==> src/iot_pkg.sv <==
//
// Purpose : constants for the internal oscillator tuning block
// Assumes : apb slave, 32-bit data, one aligned word per register
// Notes   : offsets are byte addresses
//
package iot_pkg;

    // ****************************************************************
    // register map
    // ****************************************************************
    localparam logic [7:0] OSC_TUNING_OFFSET = 8'h00; // oscillator_tuning
    localparam logic [7:0] OSC_STATUS_OFFSET = 8'h04; // clock status

    // ****************************************************************
    // field positions and reset values
    // ****************************************************************
    localparam int         LF_SEL_BIT     = 7;      // low_freq_source_select
    localparam int         PLL_EN_BIT     = 6;      // pll_enable
    localparam int         UNUSED_BIT     = 5;      // reads zero
    localparam int         TRIM_MSB       = 4;      // frequency_trim top
    localparam int         TRIM_W         = 5;      // frequency_trim width
    localparam logic [7:0] TUNING_RESET   = 8'h00;  // power-on value
    localparam logic [7:0] TUNING_WMASK   = 8'hDF;  // implemented bits

    // ****************************************************************
    // clocking
    // ****************************************************************
    localparam int         FAST_DIV       = 256;    // 8 MHz to 31.25 kHz
    localparam int         FAST_CNT_W     = 8;      // divider counter width

endpackage

==> src/iot_lf_if.sv <==
//
// Purpose : carries low-frequency clock selection between modules
// Assumes : single clock domain
// Notes   : enables are one-cycle pulses
//
`timescale 1ns/1ps
interface iot_lf_if;
    logic fast_tick;   // one pulse per fast oscillator cycle
    logic rc_tick;     // one pulse per rc oscillator cycle
    logic sel_fast;    // low_freq_source_select
    logic lf_tick;     // resulting low-speed enable

    modport gen
    (
        input  fast_tick,
        input  rc_tick,
        input  sel_fast,
        output lf_tick
    );
    modport user
    (
        output fast_tick,
        output rc_tick,
        output sel_fast,
        input  lf_tick
    );
endinterface

==> src/iot_lf_gen.sv <==
//
// Purpose : derives the low-speed clock enable from either source
// Assumes : input ticks are synchronous one-cycle pulses
// Notes   : divider runs free so a switch takes effect at once
//
`timescale 1ns/1ps
module iot_lf_gen
(
    input  wire logic i_clk,     // system clock
    input  wire logic i_resetn,  // async reset, active low
    iot_lf_if.gen     lf         // source ticks and result
);

    logic [iot_pkg::FAST_CNT_W-1:0] div_reg;  // fast divider count
    logic                           div_wrap; // divider terminal count

    // divide-by-256 terminal count
    assign div_wrap = lf.fast_tick
                      && (div_reg == iot_pkg::FAST_CNT_W'(iot_pkg::FAST_DIV-1));

    // source selection for the low-speed enable
    assign lf.lf_tick = lf.sel_fast ? div_wrap
                                    : lf.rc_tick;

    // free-running divider of the fast oscillator ticks
    always_ff @(posedge i_clk or negedge i_resetn)
    begin
        if (!i_resetn)
            div_reg <= '0;
        else if (lf.fast_tick)
            div_reg <= div_reg + 1'b1;
    end

    // elaboration check: the counter must wrap exactly at the ratio
    if (iot_pkg::FAST_DIV != (1 << iot_pkg::FAST_CNT_W))
    begin
        $error("divider width does not match divide ratio");
    end

    // fast path fires only on a counted tick at the wrap
    AST_DIV_256: assert property (
        @(posedge i_clk) disable iff (!i_resetn)
        lf.sel_fast && lf.lf_tick |-> lf.fast_tick && div_reg == 8'hFF)
        else $error("fast path tick not at divide-by-256 wrap");
    AST_RC_DIRECT: assert property (
        @(posedge i_clk) disable iff (!i_resetn)
        !lf.sel_fast |-> lf.lf_tick == lf.rc_tick)
        else $error("rc path not passed straight through");

endmodule

==> src/iot_osc_tuning.sv <==
//
// Purpose : oscillator tuning register with apb access and clock control
// Assumes : oscillator ticks arrive as pins and are resynchronised
// Notes   : trim is passed out for the analog oscillator; pll gated
//
// Implementation choices: the APB slave port and the register offsets.
`timescale 1ns/1ps
module iot_osc_tuning
#(
    parameter bit PLL_AVAILABLE = 1'b1  // configuration offers the pll
)
(
    input  wire logic        i_clk,          // 25 MHz system clock
    input  wire logic        i_resetn,       // async reset, active low
    input  wire logic        i_psel,         // apb select
    input  wire logic        i_penable,      // apb enable
    input  wire logic        i_pwrite,       // apb write
    input  wire logic [7:0]  i_paddr,        // apb byte address
    input  wire logic [31:0] i_pwdata,       // apb write data
    output logic      [31:0] o_prdata,       // apb read data
    output logic             o_pready,       // apb ready
    output logic             o_pslverr,      // apb error
    input  wire logic        i_fast_tick,    // fast oscillator tick pin
    input  wire logic        i_rc_tick,      // rc oscillator tick pin
    input  wire logic        i_fast_at_4_8,  // fast osc at 4 or 8 MHz
    output logic             o_lf_tick,      // low-speed clock enable
    output logic             o_pll_on,       // multiplier enable
    output logic      [4:0]  o_frequency_trim // signed trim to oscillator
);

    // ****************************************************************
    // pin synchronisers
    // ****************************************************************
    logic [2:0] fast_sync_reg;  // fast tick sync chain
    logic [2:0] rc_sync_reg;    // rc tick sync chain
    logic [2:0] rng_sync_reg;   // range sync chain
    logic       fast_lvl_reg;   // accepted fast level
    logic       rc_lvl_reg;     // accepted rc level
    logic       rng_lvl_reg;    // accepted range level
    logic       fast_pulse;     // fast rising edge pulse
    logic       rc_pulse;       // rc rising edge pulse

    // three stages, change accepted when last two agree
    always_ff @(posedge i_clk or negedge i_resetn)
    begin
        if (!i_resetn)
        begin
            fast_sync_reg <= 3'h0;
            rc_sync_reg   <= 3'h0;
            rng_sync_reg  <= 3'h0;
            fast_lvl_reg  <= 1'b0;
            rc_lvl_reg    <= 1'b0;
            rng_lvl_reg   <= 1'b0;
        end
        else
        begin
            fast_sync_reg <= {fast_sync_reg[1:0], i_fast_tick};
            rc_sync_reg   <= {rc_sync_reg[1:0], i_rc_tick};
            rng_sync_reg  <= {rng_sync_reg[1:0], i_fast_at_4_8};
            if (fast_sync_reg[1] == fast_sync_reg[2])
                fast_lvl_reg <= fast_sync_reg[2];
            if (rc_sync_reg[1] == rc_sync_reg[2])
                rc_lvl_reg <= rc_sync_reg[2];
            if (rng_sync_reg[1] == rng_sync_reg[2])
                rng_lvl_reg <= rng_sync_reg[2];
        end
    end

    // rising edges of the accepted levels
    assign fast_pulse = (fast_sync_reg[2] == fast_sync_reg[1])
                        && fast_sync_reg[2] && !fast_lvl_reg;
    assign rc_pulse   = (rc_sync_reg[2] == rc_sync_reg[1])
                        && rc_sync_reg[2] && !rc_lvl_reg;

    // ****************************************************************
    // apb register access
    // ****************************************************************
    logic [7:0] tuning_reg;   // oscillator_tuning storage
    logic [7:0] tuning_next;  // next value on write
    logic [7:0] tuning_rd;    // read view of the register
    logic [7:0] status_rd;    // read view of status
    logic       hit_tuning;   // tuning address decoded
    logic       hit_status;   // status address decoded
    logic       apb_access;   // access phase
    logic       wr_tuning;    // write strobe

    assign apb_access = i_psel && i_penable;
    assign hit_tuning = (i_paddr == iot_pkg::OSC_TUNING_OFFSET);
    assign hit_status = (i_paddr == iot_pkg::OSC_STATUS_OFFSET);
    assign wr_tuning  = apb_access && i_pwrite && hit_tuning;
    assign o_pready   = 1'b1;                             // zero wait
    assign o_pslverr  = apb_access && !(hit_tuning || hit_status);

    // only implemented bits are stored; pll bit kept only when present
    assign tuning_next = i_pwdata[7:0] & iot_pkg::TUNING_WMASK
                         & {1'b1, PLL_AVAILABLE, 6'h3F};

    // bit five and an absent pll bit read zero
    assign tuning_rd = tuning_reg & iot_pkg::TUNING_WMASK;
    assign status_rd = {6'h00, rng_lvl_reg, o_pll_on};

    // register storage, reset to zero
    always_ff @(posedge i_clk or negedge i_resetn)
    begin
        if (!i_resetn)
            tuning_reg <= iot_pkg::TUNING_RESET;
        else if (wr_tuning)
            tuning_reg <= tuning_next;
    end

    // read data registered from the setup phase
    always_ff @(posedge i_clk or negedge i_resetn)
    begin
        if (!i_resetn)
            o_prdata <= 32'h0000_0000;
        else if (i_psel && !i_penable && !i_pwrite)
            o_prdata <= hit_tuning ? {24'h000000, tuning_rd}
                      : hit_status ? {24'h000000, status_rd}
                      : 32'h0000_0000;
    end

    // ****************************************************************
    // clock control outputs
    // ****************************************************************
    logic pll_next;  // gated multiplier request

    // multiplier only at 4 or 8 MHz and only if present
    assign pll_next = tuning_reg[iot_pkg::PLL_EN_BIT] && rng_lvl_reg
                      && PLL_AVAILABLE;

    always_ff @(posedge i_clk or negedge i_resetn)
    begin
        if (!i_resetn)
        begin
            o_pll_on         <= 1'b0;
            o_frequency_trim <= 5'h00;
        end
        else
        begin
            o_pll_on         <= pll_next;
            // signed code straight to oscillator; 0 centre, 0F max
            o_frequency_trim <= tuning_reg[iot_pkg::TRIM_MSB:0];
        end
    end

    // ****************************************************************
    // low-speed clock generation
    // ****************************************************************
    iot_lf_if lf_bus ();

    assign lf_bus.fast_tick = fast_pulse;
    assign lf_bus.rc_tick   = rc_pulse;
    assign lf_bus.sel_fast  = tuning_reg[iot_pkg::LF_SEL_BIT];
    assign o_lf_tick        = lf_bus.lf_tick;

    iot_lf_gen u_lf_gen
    (
        .i_clk    (i_clk),
        .i_resetn (i_resetn),
        .lf       (lf_bus.gen)
    );

    // ****************************************************************
    // checks
    // ****************************************************************
    // register access: read view, unimplemented bits and storage
    AST_BIT5_ZERO: assert property (
        @(posedge i_clk) disable iff (!i_resetn)
        i_psel && !i_penable && !i_pwrite && hit_tuning
        |=> o_prdata[iot_pkg::UNUSED_BIT] == 1'b0)
        else $error("unimplemented bit reads non-zero");
    AST_READ_BACK: assert property (
        @(posedge i_clk) disable iff (!i_resetn)
        i_psel && !i_penable && !i_pwrite && hit_tuning
        |=> o_prdata == {24'h000000, $past(tuning_reg)})
        else $error("read data differs from stored value");
    AST_PLL_ABSENT: assert property (
        @(posedge i_clk) disable iff (!i_resetn)
        !PLL_AVAILABLE |-> tuning_rd[iot_pkg::PLL_EN_BIT] == 1'b0)
        else $error("absent pll bit reads non-zero");
    AST_WRITE_BACK: assert property (
        @(posedge i_clk) disable iff (!i_resetn)
        wr_tuning |=> tuning_reg[4:0] == $past(i_pwdata[4:0])
                      && tuning_reg[7] == $past(i_pwdata[7]))
        else $error("written value not held");
    AST_HOLD: assert property (
        @(posedge i_clk) disable iff (!i_resetn)
        !wr_tuning |=> $stable(tuning_reg))
        else $error("register changed without write");

    // clock control: multiplier gating and trim output
    AST_PLL_GATED: assert property (
        @(posedge i_clk) disable iff (!i_resetn)
        o_pll_on |-> $past(rng_lvl_reg)
                     && $past(tuning_reg[iot_pkg::PLL_EN_BIT]))
        else $error("pll on outside allowed range or when disabled");
    AST_PLL_FOLLOW: assert property (
        @(posedge i_clk) disable iff (!i_resetn)
        rng_lvl_reg && tuning_reg[iot_pkg::PLL_EN_BIT] && PLL_AVAILABLE
        |=> o_pll_on)
        else $error("pll not enabled when requested");
    AST_TRIM_OUT: assert property (
        @(posedge i_clk) disable iff (!i_resetn)
        wr_tuning |-> ##2 o_frequency_trim == $past(i_pwdata[4:0], 2))
        else $error("trim output does not follow register");

    // low-speed enable: source choice and one-cycle width
    AST_LF_SEL: assert property (
        @(posedge i_clk) disable iff (!i_resetn)
        !tuning_reg[iot_pkg::LF_SEL_BIT] |-> o_lf_tick == rc_pulse)
        else $error("rc path not selected");
    AST_LF_PULSE: assert property (
        @(posedge i_clk) disable iff (!i_resetn)
        o_lf_tick && !wr_tuning |=> !o_lf_tick)
        else $error("low-speed enable longer than one cycle");

    COV_WRITE: cover property (@(posedge i_clk) wr_tuning);
    COV_FAST_LF: cover property (@(posedge i_clk)
        tuning_reg[iot_pkg::LF_SEL_BIT] && o_lf_tick);
    COV_PLL: cover property (@(posedge i_clk) o_pll_on);
    COV_ERR: cover property (@(posedge i_clk) o_pslverr);

endmodule

==> config.mk <==
export PLATFORM = sky130hd
export DESIGN_NAME = iot_osc_tuning
export DESIGN_NICKNAME = d
export VERILOG_FILES = /design/src/iot_pkg.sv /design/src/iot_lf_if.sv /design/src/iot_lf_gen.sv /design/src/iot_osc_tuning.sv
export SDC_FILE = /design/constraint.sdc
export NUM_CORES = 1
export LEC_CHECK = 0
export BUFFER_PORTS_ARGS = -buffer_cell sky130_fd_sc_hd__buf_4
export CAP_MARGIN = 25
export CORE_ASPECT_RATIO = 0.7
export CORE_MARGIN = 2
export CORE_UTILIZATION = 45
export DETAILED_ROUTE_END_ITERATION = 12
export GPL_TIMING_DRIVEN = 1
export PLACE_DENSITY_LB_ADDON = 0.3
export SLEW_MARGIN = 40
export SYNTH_ARGS = -nofsm -noshare
export SYNTH_HDL_FRONTEND = slang
export SYNTH_SLANG_ARGS = --single-unit
export TNS_END_PERCENT = 50
==> constraint.sdc <==
create_clock -name i_clk -period 2 [get_ports i_clk]
set_clock_uncertainty 0.1 [all_clocks]
set_input_delay 0.4 -clock i_clk [delete_from_list [all_inputs] [get_ports i_clk]]
set_output_delay 0.4 -clock i_clk [all_outputs]
set_load 0.02 [all_outputs]
==> flow_metrics.py, run 1 <==
metrics = {
    "die": {
        "ios": 89,
        "die_h_um": 55.8,
        "core_um2": 3600,
        "fp.dieW_um": 78.0,
        "rows": 18,
        "initial_core_util_pct": 47.8,
        "die_area_um2": 4350,
    },
    "worst_setup_path": {
        "reg2reg_depth": 5,
        "regToRegEndpoint": "u_lf_gen.div_reg[6]$_DFFE_PN0P_",
        "slowest_stage": "dfrtp_1",
        "crit_fanout": 3,
        "reg2reg_from": "u_lf_gen.div_reg[1]$_DFFE_PN0P_",
        "crit_required_ns": 1.50,
        "crit_arrival_ns": 1.45,
        "path_cells": "ha_2, and4b_1, a41o_1, buf_6",
        "max_stage_delay_ns": 0.41,
        "reg2reg_slack_ns": 0.62,
        "worst_setup_path_end_kind": "primary output",
        "startpoint_type": "register",
        "cp-startpoint": "u_lf_gen.div_reg[1]$_DFFE_PN0P_",
        "crit_type": "reg -> out",
    },
    "place": {
        "hpwl_um": 2110,
        "gp_congestion": 0.858,
        "portBuffers": 37,
    },
    "sta": {
        "rsz0062_at_grt": "yes",
        "fmax_mhz": 513,
        "worst_slew_pin_slew_ns": 0.595,
        "slew_headroom_pct": 60.2,
        "finalMaxSlewViolations": 0,
        "post-route-min-period_ns": 1.95,
        "layout_worst_path_cycle_share_pct": 97.5,
        "hold_viol_final": 0,
        "setup_viol": 0,
    },
    "clocking": {
        "cts_buffers": 5,
        "root_buffer": "clkbuf_8",
        "clkLatencyLatePin_ns": 0.30,
        "cts_sinks": 40,
        "h-tree-depth": 2,
        "clk_path_buf_depth": 2,
        "cts_tree": "built",
        "cts.clk_slew.worst_paths_ns": 0.08,
    },
    "synthesis": {
        "synthesis.area_um2": 1720,
        "synth_xor_area_share_pct": 3.56,
        "syn_inst": 134,
        "ys_ff_latch": 40,
        "synth_top_family_by_area": "simple AND/OR/NAND/NOR gates",
        "yosys_warnings": 0,
        "synth-simple-area-share_pct": 13.0,
        "synth_fa_ha_area_share_pct": 2.76,
        "synthMuxAreaShare_pct": 7.69,
        "synth_compound_area_share_pct": 2.90,
        "yosysUniqueCellTypes": 26,
        "synth.avg_cell_area_um2": 12.9,
        "seq_area_frac_synth_pct": 58.1,
    },
    "outcome": {
        "status": "complete, no violations",
    },
    "global_routing": {
        "grtUsageTotal_pct": 14.8,
        "gr-total-overflow": 0,
        "antenna_found_initial": 0,
        "grt_max_degree": 41,
        "grt_pass1_wl_um": 4690,
        "first_global_vias": 995,
    },
    "final_layout": {
        "fillers": 311,
        "utilization_pct": 58.9,
        "diodes": 0,
        "layout_common_cells": "41 x buf_4, 40 x dfrtp_1, 26 x conb_1, 17 x nand2_1, 10 x mux2_2",
        "synthToLayoutAreaGrowth_pct": 23.1,
        "final_common_cell": "buf_4",
        "fin_nets": 232,
        "largest_reg_flops": 8,
        "layout-drive-gt1-share_pct": 35.7,
    },
    "route": {
        "vias": 1065,
        "wl_um": 2820,
        "drt_iter0_markers": 58,
        "dr_wl_met3_um": 269,
        "drc": 0,
        "top_layer": "met4",
        "vias_per_cell": 4.59,
        "post_drt_wl_per_cell_um": 12.2,
        "ant_nets": 0,
        "m1WireLength_um": 1170,
        "wl_met2_um": 1290,
        "firstDrtPassIters": 5,
    },
    "worst_hold_path": {
        "hold_depth": 1,
        "hp-start": "i_fast_at_4_8",
        "worstHoldEndpoint": "rng_sync_reg[0]$_DFF_PN0_",
        "min_path_type": "in -> reg",
    },
    "power_and_ir_drop": {
        "ir_drop_uv": 712,
        "p_per_area_nw_per_um2": 863,
        "power_mw": 1.83,
        "p_leak_nw": 1.06,
    },
    "flow_run": {
        "maxCapViolations": 0,
    },
}
## cells by family (layout without fill, tap and decap cells)
logic type,count (synthesis),in the layout
DFF,40,40
and+or+nand+nor,34,34
buffers and inverters,27,51
muxes,12,12
AOI/OAI and AO/OA,8,8
xor gates and xnor gates,7,7
adders and majority gates,4,4
other,2,26
## cell type report
cell class	instances	area, um^2	share of cell area (%)
Timing Repair Buffer	43	329	15.5
Multi-Input combinational cell	91	618	29.1
Clock buffer	5	68.8	3.24
Tap cell	50	62.6	2.95
Sequential cell	40	1000	47.2
Clock inverter	3	42.5	2.00
## critical path, delay by kind of cell (launching register included)
family	cells	cell delay, ns
DFF	1	0.41
AOI/OAI and AO/OA	1	0.21
adders and majority gates	1	0.20
and+or+nand+nor	1	0.20
buffers and inverters	1	0.14
## layer usage
metal / GRT usage, % / vias to the layer above
li1: - / 494
met1: 17.4 / 508
met2: 22.5 / 55
met3: 7.31 / 8
met4: 7.52 / 0
met5: 0 / -
## cell usage after synthesis (all sizes together)
| cell | instances | share of area [%] |
|---|---|---|
| nand2 | 17 | 3.7 |
| and4b | 2 | 1.2 |
| xnor2 | 6 | 3.0 |
| maj3 | 1 | 0.58 |
| a41o | 1 | 0.58 |
| and3 | 2 | 0.73 |
| dfrtp | 40 | 58 |
| ha | 3 | 2.2 |
| nand3 | 2 | 1.3 |
| conb | 2 | 0.44 |
| nor4 | 2 | 2.5 |
| or3b | 1 | 0.51 |
| nor2b | 1 | 0.36 |
| buf | 27 | 12 |
| and2 | 1 | 0.36 |
| nor3b | 2 | 0.87 |
| nor3 | 1 | 0.29 |
| nand4 | 2 | 0.73 |
| o21ai | 5 | 1.5 |
| xor2 | 1 | 0.51 |
| o31ai | 2 | 0.87 |
| mux2i | 2 | 1.2 |
| and4 | 1 | 0.51 |
| mux2 | 10 | 6.5 |
## where the power goes
part	switching [mW]	internal, mW
clock	0.275	0.369
combinational	0.135	0.125
sequential	0.0538	0.874
## how the worst max path moves through the flow
stage / to / slack (ns) / depth (start not counted)
2_1_floorplan: o_lf_tick / 0.38 / 3
3_3_place_gp: o_lf_tick / 0.24 / 4
3_5_place_dp: o_lf_tick / 0.21 / 4
4_1_cts: o_lf_tick / 0.02 / 4
5_1_grt: o_lf_tick / -0.02 / 4
6_report: o_lf_tick / 0.05 / 4
## metrics by stage
stage	setup TNS (ns)	worst slack (ns)	cell area [um^2]	hold slack, ns	cells
floorplan	0	0.379	1810	0.00441	158
global placement	0	0.236	1960	0.240	219
detailed placement	0	0.207	1960	0.238	219
CTS	0	0.0231	2110	0.0936	231
global route	-0.0236	-0.0236	2120	0.0874	232
finish	0	0.0499	2120	0.107	232
## timing repair
action | in CTS | in global routing
pin swaps | 2 | 2
hold buffers | 1 | 0
hold endpoints to repair | 40 | 0
endpoints found under the setup margin | 1 | 1
setup buffers | 3 | 1
gates resized for setup | 1 | 2
Note: power is estimated with default switching activity, not from simulation.
==> run 2: changes to the inputs <==
- CORE_MARGIN: 2 -> 5
- RECOVER_POWER: default -> 100
==> run 2 against run 1 <==
Sequential power is essentially flat. First-iteration DRC count fell by 45%. Non-clock buffer count is the same. Setup slack improved by 0.014 ns. Critical path depth unchanged.
==> flow_metrics.py, run 2 (same netlist as run 1, synthesis figures left out) <==
metrics = {
    "outcome": {
        "status": "complete, no violations",
    },
    "final_layout": {
        "diodes": 0,
        "layout_common_cells": "40 x dfrtp_1, 26 x conb_1, 19 x buf_4, 17 x nand2_1, 16 x clkbuf_1",
        "fin_nets": 232,
        "final_cells": 231,
        "final_common_cell": "dfrtp_1",
        "synthToLayoutAreaGrowth_pct": 15.6,
        "layout-drive-gt1-share_pct": 24.9,
        "largest_reg_flops": 8,
    },
    "die": {
        "die_h_um": 61.8,
        "core_um2": 3600,
        "fp.dieW_um": 84.0,
        "rows": 18,
        "initial_core_util_pct": 47.8,
        "die_area_um2": 5190,
        "ios": 89,
    },
    "worst_setup_path": {
        "path_buf_inv": 1,
        "slowest_stage": "dfrtp_1",
        "startpoint_type": "register",
        "crit_family": "flip-flops",
        "worst_setup_path_end_kind": "primary output",
        "path_cells": "ha_1, and4b_1, a41o_1, buf_4",
        "crit_type": "reg -> out",
        "crit_arrival_ns": 1.44,
        "crit_fanout": 2,
        "crit_required_ns": 1.50,
        "max_stage_delay_ns": 0.39,
    },
    "sta": {
        "finalMaxSlewViolations": 0,
        "fmax_mhz": 516,
        "setup_viol": 0,
        "layout_worst_path_cycle_share_pct": 96.8,
        "post-route-min-period_ns": 1.94,
        "slew_headroom_pct": 37.3,
        "worst_slew_pin_slew_ns": 0.941,
        "rsz0062_at_grt": "no",
        "hold_ws_ns": 0.145,
        "finalSetupTns_ns": 0,
        "hold_viol_final": 0,
    },
    "route": {
        "vias_per_cell": 4.52,
        "wl_um": 3110,
        "firstDrtPassIters": 4,
        "ant_nets": 0,
        "drt_iter0_markers": 32,
        "post_drt_wl_per_cell_um": 13.5,
        "drc": 0,
        "vias": 1044,
    },
    "power_and_ir_drop": {
        "p_per_area_nw_per_um2": 831,
        "p_leak_nw": 0.974,
        "power_mw": 1.66,
        "ir_drop_uv": 494,
    },
    "worst_hold_path": {
        "min_path_type": "in -> reg",
    },
    "global_routing": {
        "antenna_found_initial": 0,
        "gr-total-overflow": 0,
        "first_global_vias": 960,
        "grtUsageTotal_pct": 12.0,
        "grt_pass1_wl_um": 4660,
        "grt_max_degree": 41,
    },
    "clocking": {
        "cts_buffers": 5,
        "h-tree-depth": 2,
        "cts_tree": "built",
        "cts.clk_slew.worst_paths_ns": 0.07,
        "clk_path_buf_depth": 2,
        "root_buffer": "clkbuf_8",
        "clkLatencyLatePin_ns": 0.28,
        "cts_sinks": 40,
    },
    "place": {
        "gp_congestion": 0.726,
        "portBuffers": 37,
        "hpwl_um": 2380,
        "numPlacedInstances": 219,
    },
    "flow_run": {
        "maxCapViolations": 0,
    },
}
[run 2: cell count changes in the layout (fill, tap and decap cells not counted), moves of 2 or more]
cell,before,now
buf_4,41,19
clkbuf_4,0,6
clkbuf_2,0,2
clkbuf_1,0,16
[run 2: timing repair]
item / in CTS / in global routing
resized for setup: 0 / 1
setup endpoints to repair: 1 / 1
hold buffers: 1 / 0
endpoints found under the hold margin: 40 / 0
pin swaps: 1 / 1
setup buffers: 4 / 0
[run 2: power by group]
part	internal [mW]	switching [mW]
clock	0.237	0.248
sequential	0.875	0.0506
combinational	0.116	0.130
[run 2: path summary, 6_finish.rpt]
path	from	to	slack [ns]	depth (start not counted)
min reg2reg	rng_sync_reg[0]$_DFF_PN0_	rng_sync_reg[1]$_DFF_PN0_	0.25	0
max reg2reg	fast_sync_reg[1]$_DFF_PN0_	u_lf_gen.div_reg[6]$_DFFE_PN0P_	0.63	5
min in group asynchronous	i_resetn	u_lf_gen.div_reg[1]$_DFFE_PN0P_	0.69	2
min	i_fast_at_4_8	rng_sync_reg[0]$_DFF_PN0_	0.14	1
max	u_lf_gen.div_reg[0]$_DFFE_PN0P_	o_lf_tick	0.06	4
max in group asynchronous	i_resetn	o_prdata[7]$_DFFE_PN0P_	0.53	2
[run 2: cell type report]
| cell class | count | area [um^2] |
|---|---|---|
| clock buffer | 6 | 72.6 |
| clock inverter | 1 | 5.00 |
| fill | 323 | 1610 |
| multi-input combinational | 91 | 588 |
| sequential | 40 | 1000 |
| tap | 50 | 62.6 |
| timing repair buffer | 43 | 264 |
[run 2: worst register-to-register path, stage by stage, from the launching register on]
cell	delay (ns)
dfrtp_1	0.35
ha_2	0.18
and4b_1	0.24
clkbuf_4	0.15
nand4_1	0.10
xnor2_1	0.14
[run 2: through the flow]
stage	cell area (um^2)	util [%]	setup slack [ns]
6_report	1990	55.3	0.0638
3_3_place_gp	1960	54.4	0.231
4_1_cts	2080	57.7	0.0360
2_1_floorplan	1810	-	0.379
5_1_grt	1990	55.3	0.00953
3_5_place_dp	1960	54.4	0.192
[run 2: routing by layer]
layer / part of all wire, % / GRT usage (%)
met5: 0 / 0
met1: 41 / 14.7
met3: 10 / 4.61
met2: 47 / 19.4
met4: 0.77 / 5.50
